[config.mk]
export PLATFORM = sky130hd
export DESIGN_NAME = tecp_timer
export DESIGN_NICKNAME = d
export VERILOG_FILES = /design/src/hw/tecp_pkg.sv /design/src/hw/tecp_timer.sv /design/src/hw/tecp_edge_det.sv
export VERILOG_INCLUDE_DIRS = /design/src /design/src/hw
export SDC_FILE = /design/constraint.sdc
export NUM_CORES = 1
export LEC_CHECK = 0
export ABC_AREA = 0
export CORE_MARGIN = 4
export CORE_UTILIZATION = 51
export CTS_CLUSTER_DIAMETER = 120
export CTS_CLUSTER_SIZE = 40
export DETAILED_ROUTE_END_ITERATION = 12
export DONT_BUFFER_PORTS = 1
export PLACE_DENSITY = 0.72
export SLEW_MARGIN = 20
export SYNTH_ARGS = -nofsm -noshare
export SYNTH_HDL_FRONTEND = slang
export SYNTH_SLANG_ARGS = --single-unit
[constraint.sdc]
create_clock -name sys_clk -period 2.3 [get_ports sys_clk]
set_input_delay 0.345 -clock sys_clk [delete_from_list [all_inputs] [get_ports sys_clk]]
set_output_delay 0.345 -clock sys_clk [all_outputs]
set_load 0.005 [all_outputs]
[src/hw/tecp_cfg.svh]
// register offsets, reset values and timing constants of the event timer
`ifndef TECP_CFG_SVH
`define TECP_CFG_SVH
`define TECP_OFS_CTRL 8'h00
`define TECP_OFS_COUNT 8'h04
`define TECP_OFS_RELOAD 8'h08
`define TECP_OFS_PWM 8'h0c
`define TECP_OFS_STATUS 8'h10
`define TECP_CTRL_W 8
`define TECP_CTRL_RST 8'h00
`define TECP_COUNT_RST 16'h0001
`define TECP_RELOAD_RST 16'hffff
`define TECP_PWM_RST 16'h0000
`define TECP_START_CNT 16'h0001
`define TECP_PRESC_W 7
`define TECP_STATUS_OUT_BIT 0
`define TECP_SYNC_STAGES 2
`endif

[src/hw/tecp_pkg.sv]
// types shared by the event timer files
package tecp_pkg;
    // operating modes held in the control register
    typedef enum logic [1:0]
    {
        TECP_MODE_COUNTER = 2'h0,
        TECP_MODE_COMPARE = 2'h1,
        TECP_MODE_PWM = 2'h2
    } tecp_mode_t;

    // control register layout, msb first
    typedef struct packed
    {
        logic [2:0] presc; // divisor is two to this power
        logic out_en; // timer output alternate function
        logic out_pol; // output_polarity_select
        logic [1:0] mode; // tecp_mode_t code
        logic en; // timer runs
    } tecp_ctrl_t;

    // edge pulses from one synchronised input
    typedef struct packed
    {
        logic rise;
        logic fall;
    } tecp_edges_t;
endpackage

[src/hw/tecp_timer.sv]
// 16-bit event counter, comparator counter and single pwm timer with apb registers
//
// Contract
// - counter mode counts input pin edges
// - polarity bit picks rising or falling edge
// - counting modes bypass the prescaler
// - at reload: interrupt, count to one, continue
// - counting modes invert output at reload (code inverts only while out_en is set)
// - counting edge sets starting output level
// - start count used only on first pass
// - count minus start equals counted edges
// - comparator mode counts comparator output edges
// - pwm counts prescaled clocks, toggles at match
// - pwm reload: interrupt, count to one
// - polarity one: high, low at match
// - polarity zero: low, high at match
// - pwm start count governs first period
// - pwm period is reload times prescale
// - prescale divisors one to 128
// - count wraps from all ones to zero
`timescale 1ns/1ps
`include "tecp_cfg.svh"
module tecp_timer #(
    parameter int CNT_W = 16
)
(
    input wire logic sys_clk, // 250 MHz system clock
    input wire logic rst_n, // async reset, active low
    input wire logic psel, // apb select
    input wire logic penable, // apb access phase
    input wire logic pwrite, // apb write
    input wire logic [7:0] paddr, // apb byte address
    input wire logic [31:0] pwdata, // apb write data
    output logic [31:0] prdata, // apb read data
    output logic pready, // apb ready
    output logic pslverr, // apb error on unmapped address
    input wire logic tmr_in, // external timer input pin
    input wire logic cmp_in, // analog comparator output
    output logic tmr_out, // timer output level
    output logic tmr_out_oe, // timer output alternate function on
    output logic tmr_irq // one-cycle reload interrupt pulse
);
    ////////////////////////////////////////////////////////////////////////
    // elaboration check
    if (CNT_W < 2 || CNT_W > 32)
    begin : g_bad_width
        $error("CNT_W must lie between 2 and 32");
    end

    localparam logic [CNT_W-1:0] START = CNT_W'(`TECP_START_CNT);

    tecp_pkg::tecp_ctrl_t ctrl_q;
    tecp_pkg::tecp_mode_t mode;
    tecp_pkg::tecp_edges_t ext_edges;
    tecp_pkg::tecp_edges_t cmp_edges;
    logic [CNT_W-1:0] cnt_q;
    logic [CNT_W-1:0] rld_q;
    logic [CNT_W-1:0] pwm_q;
    logic [CNT_W-1:0] nxt_cnt;
    logic [`TECP_PRESC_W-1:0] presc_q;
    logic out_q;
    logic irq_q;
    logic [31:0] prdata_q;
    logic pready_q;
    logic pslverr_q;
    logic setup;
    logic wr;
    logic wr_ctrl;
    logic wr_cnt;
    logic wr_rld;
    logic wr_pwm;
    logic mapped;
    logic [31:0] rd_mux;
    logic ext_evt;
    logic cmp_evt;
    logic presc_hit;
    logic tick;
    logic at_rld;
    logic pwm_mode;

    ////////////////////////////////////////////////////////////////////////
    // helpers

    // last prescaler count for a divisor of two to the n
    function automatic logic [`TECP_PRESC_W-1:0] div_m1(input logic [2:0] n);
        logic [`TECP_PRESC_W:0] full;
        full = (`TECP_PRESC_W+1)'(1) << n;
        return `TECP_PRESC_W'(full - (`TECP_PRESC_W+1)'(1));
    endfunction

    // apb address compare on the word address
    function automatic logic hit(input logic [7:0] addr, input logic [7:0] ofs);
        return addr[7:2] == ofs[7:2];
    endfunction

    ////////////////////////////////////////////////////////////////////////
    // input synchronisers and edge detectors
    tecp_edge_det u_ext_edge
    (
        .sys_clk(sys_clk),
        .rst_n(rst_n),
        .async_in(tmr_in),
        .edges(ext_edges)
    );

    tecp_edge_det u_cmp_edge
    (
        .sys_clk(sys_clk),
        .rst_n(rst_n),
        .async_in(cmp_in),
        .edges(cmp_edges)
    );

    ////////////////////////////////////////////////////////////////////////
    // apb decode; writes land at the access edge only
    assign setup = psel & ~penable;
    assign wr = psel & penable & pready_q & pwrite;
    assign wr_ctrl = wr & hit(paddr, `TECP_OFS_CTRL);
    assign wr_cnt = wr & hit(paddr, `TECP_OFS_COUNT);
    assign wr_rld = wr & hit(paddr, `TECP_OFS_RELOAD);
    assign wr_pwm = wr & hit(paddr, `TECP_OFS_PWM);
    assign mapped = hit(paddr, `TECP_OFS_CTRL) | hit(paddr, `TECP_OFS_COUNT)
        | hit(paddr, `TECP_OFS_RELOAD) | hit(paddr, `TECP_OFS_PWM)
        | hit(paddr, `TECP_OFS_STATUS);

    // read mux; unused upper bits read as zero
    always_comb
    begin
        rd_mux = 32'h0;
        if (hit(paddr, `TECP_OFS_CTRL))
            rd_mux = 32'(ctrl_q);
        else if (hit(paddr, `TECP_OFS_COUNT))
            rd_mux = 32'(cnt_q);
        else if (hit(paddr, `TECP_OFS_RELOAD))
            rd_mux = 32'(rld_q);
        else if (hit(paddr, `TECP_OFS_PWM))
            rd_mux = 32'(pwm_q);
        else if (hit(paddr, `TECP_OFS_STATUS))
            rd_mux[`TECP_STATUS_OUT_BIT] = out_q;
    end

    // zero-wait slave: data sampled in setup, ready in the access cycle
    always_ff @(posedge sys_clk or negedge rst_n)
    begin
        if (!rst_n)
        begin
            pready_q <= 1'b0;
            pslverr_q <= 1'b0;
            prdata_q <= 32'h0;
        end
        else
        begin
            pready_q <= setup;
            pslverr_q <= setup & ~mapped;
            if (setup)
                prdata_q <= pwrite ? 32'h0 : rd_mux;
        end
    end

    ////////////////////////////////////////////////////////////////////////
    // configuration registers
    always_ff @(posedge sys_clk or negedge rst_n)
    begin
        if (!rst_n)
        begin
            ctrl_q <= tecp_pkg::tecp_ctrl_t'(`TECP_CTRL_RST);
            rld_q <= CNT_W'(`TECP_RELOAD_RST);
            pwm_q <= CNT_W'(`TECP_PWM_RST);
        end
        else
        begin
            if (wr_ctrl)
                ctrl_q <= tecp_pkg::tecp_ctrl_t'(pwdata[`TECP_CTRL_W-1:0]);
            if (wr_rld)
                rld_q <= pwdata[CNT_W-1:0];
            if (wr_pwm)
                pwm_q <= pwdata[CNT_W-1:0];
        end
    end

    ////////////////////////////////////////////////////////////////////////
    // count source selection
    assign mode = tecp_pkg::tecp_mode_t'(ctrl_q.mode);
    assign pwm_mode = mode == tecp_pkg::TECP_MODE_PWM;
    assign ext_evt = ctrl_q.out_pol ? ext_edges.rise : ext_edges.fall;
    assign cmp_evt = ctrl_q.out_pol ? cmp_edges.rise : cmp_edges.fall;
    assign presc_hit = presc_q == div_m1(ctrl_q.presc);

    // edges advance the count directly, no prescaler in between
    always_comb
    begin
        unique case (mode)
            tecp_pkg::TECP_MODE_COUNTER: tick = ctrl_q.en & ext_evt;
            tecp_pkg::TECP_MODE_COMPARE: tick = ctrl_q.en & cmp_evt;
            tecp_pkg::TECP_MODE_PWM: tick = ctrl_q.en & presc_hit;
            default: tick = 1'b0; // code 3 holds the timer still
        endcase
    end

    assign at_rld = cnt_q == rld_q;
    assign nxt_cnt = cnt_q + CNT_W'(1);

    ////////////////////////////////////////////////////////////////////////
    // prescaler; reset while stopped so each period starts aligned
    always_ff @(posedge sys_clk or negedge rst_n)
    begin
        if (!rst_n)
            presc_q <= '0;
        else if (!ctrl_q.en || !pwm_mode || presc_hit)
            presc_q <= '0;
        else
            presc_q <= presc_q + `TECP_PRESC_W'(1);
    end

    ////////////////////////////////////////////////////////////////////////
    // counter; a software write wins, it is the first-pass start value
    always_ff @(posedge sys_clk or negedge rst_n)
    begin
        if (!rst_n)
            cnt_q <= CNT_W'(`TECP_COUNT_RST);
        else if (wr_cnt)
            cnt_q <= pwdata[CNT_W-1:0];
        else if (tick)
            cnt_q <= at_rld ? START : nxt_cnt;
    end

    ////////////////////////////////////////////////////////////////////////
    // output level; polarity gives the level while stopped
    always_ff @(posedge sys_clk or negedge rst_n)
    begin
        if (!rst_n)
            out_q <= 1'b0;
        else if (!ctrl_q.en)
            out_q <= ctrl_q.out_pol;
        else if (tick && at_rld)
        begin
            if (pwm_mode)
                out_q <= ctrl_q.out_pol;
            else if (ctrl_q.out_en)
                out_q <= ~out_q;
        end
        // flip on the tick that leaves the match count, so the first level lasts pwm ticks
        else if (tick && pwm_mode && cnt_q == pwm_q)
            out_q <= ~ctrl_q.out_pol;
    end

    // reload interrupt pulse
    always_ff @(posedge sys_clk or negedge rst_n)
    begin
        if (!rst_n)
            irq_q <= 1'b0;
        else
            irq_q <= tick & at_rld;
    end

    ////////////////////////////////////////////////////////////////////////
    // outputs
    assign prdata = prdata_q;
    assign pready = pready_q;
    assign pslverr = pslverr_q;
    assign tmr_out = out_q;
    assign tmr_out_oe = ctrl_q.out_en; // pin drive is a plain control flop
    assign tmr_irq = irq_q;
endmodule

[src/hw/tecp_edge_det.sv]
// input synchroniser and edge detector for the timer inputs
`timescale 1ns/1ps
module tecp_edge_det
(
    input wire logic sys_clk, // system clock
    input wire logic rst_n, // async reset, active low
    input wire logic async_in, // raw input level
    output tecp_pkg::tecp_edges_t edges // one-cycle edge pulses
);
    logic sync1_q;
    logic sync2_q;
    logic prev_q;

    ////////////////////////////////////////////////////////////////////////
    // two-flop synchroniser; only sync2_q may read sync1_q
    always_ff @(posedge sys_clk or negedge rst_n)
    begin
        if (!rst_n)
        begin
            sync1_q <= 1'b0;
            sync2_q <= 1'b0;
        end
        else
        begin
            sync1_q <= async_in;
            sync2_q <= sync1_q;
        end
    end

    // previous sample for edge detection
    always_ff @(posedge sys_clk or negedge rst_n)
    begin
        if (!rst_n)
            prev_q <= 1'b0;
        else
            prev_q <= sync2_q;
    end

    // edges from two settled samples, never from the first stage
    assign edges = {sync2_q & ~prev_q, ~sync2_q & prev_q};
endmodule

==> run_results.csv <==
group,metric,value,unit
worst_setup_path,cp-endpoint,"cnt_q[15]",
place,post-dp-hpwl,8.206,mm
grt,grt_max_degree,90,
drt,drt-wirelength-per-cell,18.33,microns
worst_setup_path,critPathMaxFanout,7,
worst_setup_path,rr_startpoint,"cnt_q[0]",
drt,drtIter0Drc,250,
finish,final_cells,642,
grt,globalRouteTotalUtil,0.2095,
logic_synthesis,ys_ff_latch,89,
worst_setup_path,worstSetupEndpointType,"flip-flop",
timing,finalCritPeriodShare,0.9552,
floorplan,ios,84,
drt,vias,3739,
run_status,violations,"hold timing",
worst_setup_path,startpoint_type,"flip-flop",
drt,avgViaCountPerCell,5.824,
logic_synthesis,synthArstFlopShare,1.000,
clock_tree,holdBufCountCts,2,
timing,final_hold_viol_count,89,
logic_synthesis,ys.flop_type,"dfrtp_1",
logic_synthesis,synth_top_area_frac,0.3592,
place,placed_area,0.005199,sq mm
logic_synthesis,synth_xor_area_frac,0.06460,
logic_synthesis,synth_edf_count,0,
timing,timing.setup.tns,0,ps
logic_synthesis,synth_compound_area_frac,0.1287,
floorplan,std_cell_rows,35,
floorplan,design.core.area,0.009415,sq mm
logic_synthesis,synth_top_family_by_area,"simple AND/OR/NAND/NOR gates",
grt,grt_pass1_wl,18.88,mm
drt,drtAntennaViolNets,0,
logic_synthesis,synthDistinctLibCells,59,
worst_setup_path,crit_type,"flip-flop to flip-flop",
grt,grt_antenna_before_repair,0,
timing,tightest_slew,654.4,ps
clock_tree,cts_buffers,9,
logic_synthesis,netlist_area,0.005016,sq mm
finish,drive_gt1_frac,0.2495,
timing,rsz0062_at_grt,"yes",
run,cap_violations,0,
timing,setup_viol,0,
drt,first_pass_iters,5,
clock_tree,ctsHtreeMaxLevel,3,
worst_setup_path,cp.arrival,2430,ps
finish,fin_nets,560,
worst_setup_path,r2r_cells,7,
logic_synthesis,synthMuxAreaShare,0.1192,
logic_synthesis,synth.area.top_cells,"dfrtp_1 (36%), mux2_2 (10%), dfstp_2 (8.9%), xnor2_1 (5.6%), nor2_1 (3.9%)",
clock_tree,cts-root-buf,"clkbuf_8",
grt,grt.overflow.total,0,
timing,hold_slack,-330.1,ps
timing,fin_crit,2197,ps
hold_path,worstHoldPathType,"input pin to async pin",
clock_tree,cts_buffer_depth,2,
logic_synthesis,syn_avg_cell_area,10.05,sq um
logic_synthesis,netlist_instances,499,
timing,finalClockSkew,8.159,ps
pwr,ir_drop,0.0002804,V
worst_setup_path,rr_endpoint,"cnt_q[15]",
pwr,p_leak,2.325,nW
place,port_buffers,0,
worst_setup_path,rrSetupSlack,100,ps
clock_tree,clock_latency,370,ps
floorplan,fp.dieW,107.2,microns
clock_tree,clkTransAtPathRegs,90,ps
finish,final_area,0.005522,sq mm
finish,diodes,0,
place,place_inst,622,
timing,timing.fmax,455.2,MHz
logic_synthesis,synthAdderAreaFrac,0.01247,
grt,grt_pass1_vias,3725,
logic_synthesis,synth_simple_gate_area_share,0.1621,
logic_synthesis,synth.yosys.warnings,0,
finish,syn_to_final_growth,10.08,%
finish,fill_cells,788,
logic_synthesis,synth-seq-area-share,0.4482,
logic_synthesis,synth_commonest_cells,"dfrtp_1 (72), nor2_1 (52), mux2_2 (46)",
run_status,status,"finished with violations",
floorplan,dieArea,0.01149,sq mm
drt,postRouteWirelength,11.77,mm
floorplan,initial_core_util,0.5328,
worst_setup_path,crit_start,"cnt_q[0]",
clock_tree,cts_tree,"done",
clock_tree,cts_num_sinks,89,
logic_synthesis,synth_top_area_cell,"dfrtp_1",
logic_synthesis,synth.most_common_cell,"dfrtp_1",
timing,slew_headroom,0.5629,
pwr,power_density,541.9,mW/mm^2
timing,final_max_slew_viol_count,0,
floorplan,die_h,107.2,microns
worst_setup_path,worstPathRequired,2540,ps
place,gp_congestion,0.8473,
drt,route.detailed.drc,0,
[metrics by stage]
stage	setup WS (ps)	util	hold slack [ps]	power [mW]
6_report	103.0	0.5864	-330.1	2.992
5_1_grt	-25.46	0.5864	-353.1	3.094
4_1_cts	2.439	0.5803	-344.0	3.001
3_5_place_dp	-264.6	0.5522	53.27	1.781
3_3_place_gp	-203.1	0.5522	53.65	1.777
2_1_floorplan	159.8	-	49.41	1.774
[layer usage]
layer / share of wire / GRT usage / vias up
met3: 0.071 / 0.04455 / 17
met5: 0 / 0 / -
met1: 0.43 / 0.2780 / 1849
met2: 0.47 / 0.3374 / 119
li1: - / - / 1754
met4: 0.020 / 0.07763 / 0
[what timing repair did]
item,4_1_cts,5_1_grt
setup endpoints to repair,15,15
hold endpoints to repair,91,89
pin swaps,2,2
resized for setup,3,4
setup buffers,0,2
[registers in the layout (all words and copies together), names as in the netlist, 2 cells and up]
name and count:
rld_q 16, presc_q 7, pwm_q 16, ctrl_q 5, cnt_q 16, mode 2, prdata 16
[cell type report]
class | instances | area, sq um | area share
multi-input combinational | 365 | 2556 | 0.4629
sequential | 89 | 2250 | 0.4074
timing repair buffer | 36 | 300.3 | 0.05438
tap | 129 | 161.4 | 0.02923
clock buffer | 10 | 137.6 | 0.02493
clock inverter | 6 | 90.09 | 0.01632
inverter | 7 | 26.28 | 0.004759
[power by group]
| group | internal, mW | switching, mW |
|---|---|---|
| combinational | 0.0702 | 0.0728 |
| clock | 0.648 | 0.584 |
| sequential | 1.59 | 0.0246 |
| total | 2.31 | 0.681 |
[logic make-up (layout without fill, tap and decap cells)]
kind of cell,count (synthesis),count (layout)
AOI/OAI and AO/OA,93,93
xor gates and xnor gates,37,37
and+or+nand+nor,160,160
DFF,89,89
adders and majority gates,5,5
muxes,54,54
buffers and inverters,60,59
other,1,16
[critical path, cell delays in order, from the launching register on]
cell     delay, ps
dfstp_2        620
nand3_1        190
nor4_4         340
and3_1         240
and3_1         240
a31oi_1        100
o31ai_1        230
a31oi_1        110
[placed cells by master (no fill, tap or decap), drive strengths merged, types with 12 or more instances in the layout]
cell type and n:
xnor2 32, dfstp 17, dfrtp 72, buf 34, nor2 53, a31oi 16
nand3b 12, mux2 46, conb 16, o31ai 16, o21ai 26, nand2 40
[how the worst min path moves through the flow]
stage | from | to
after floorplan | rst_n | cnt_q[10]
after global placement | rst_n | tmr_irq
after detailed placement | rst_n | tmr_irq
after CTS | rst_n | pwm_q[14]
after global routing | rst_n | ctrl_q[6]
final | rst_n | cnt_q[14]
No activity file was read; power rests on OpenSTA's default activity.
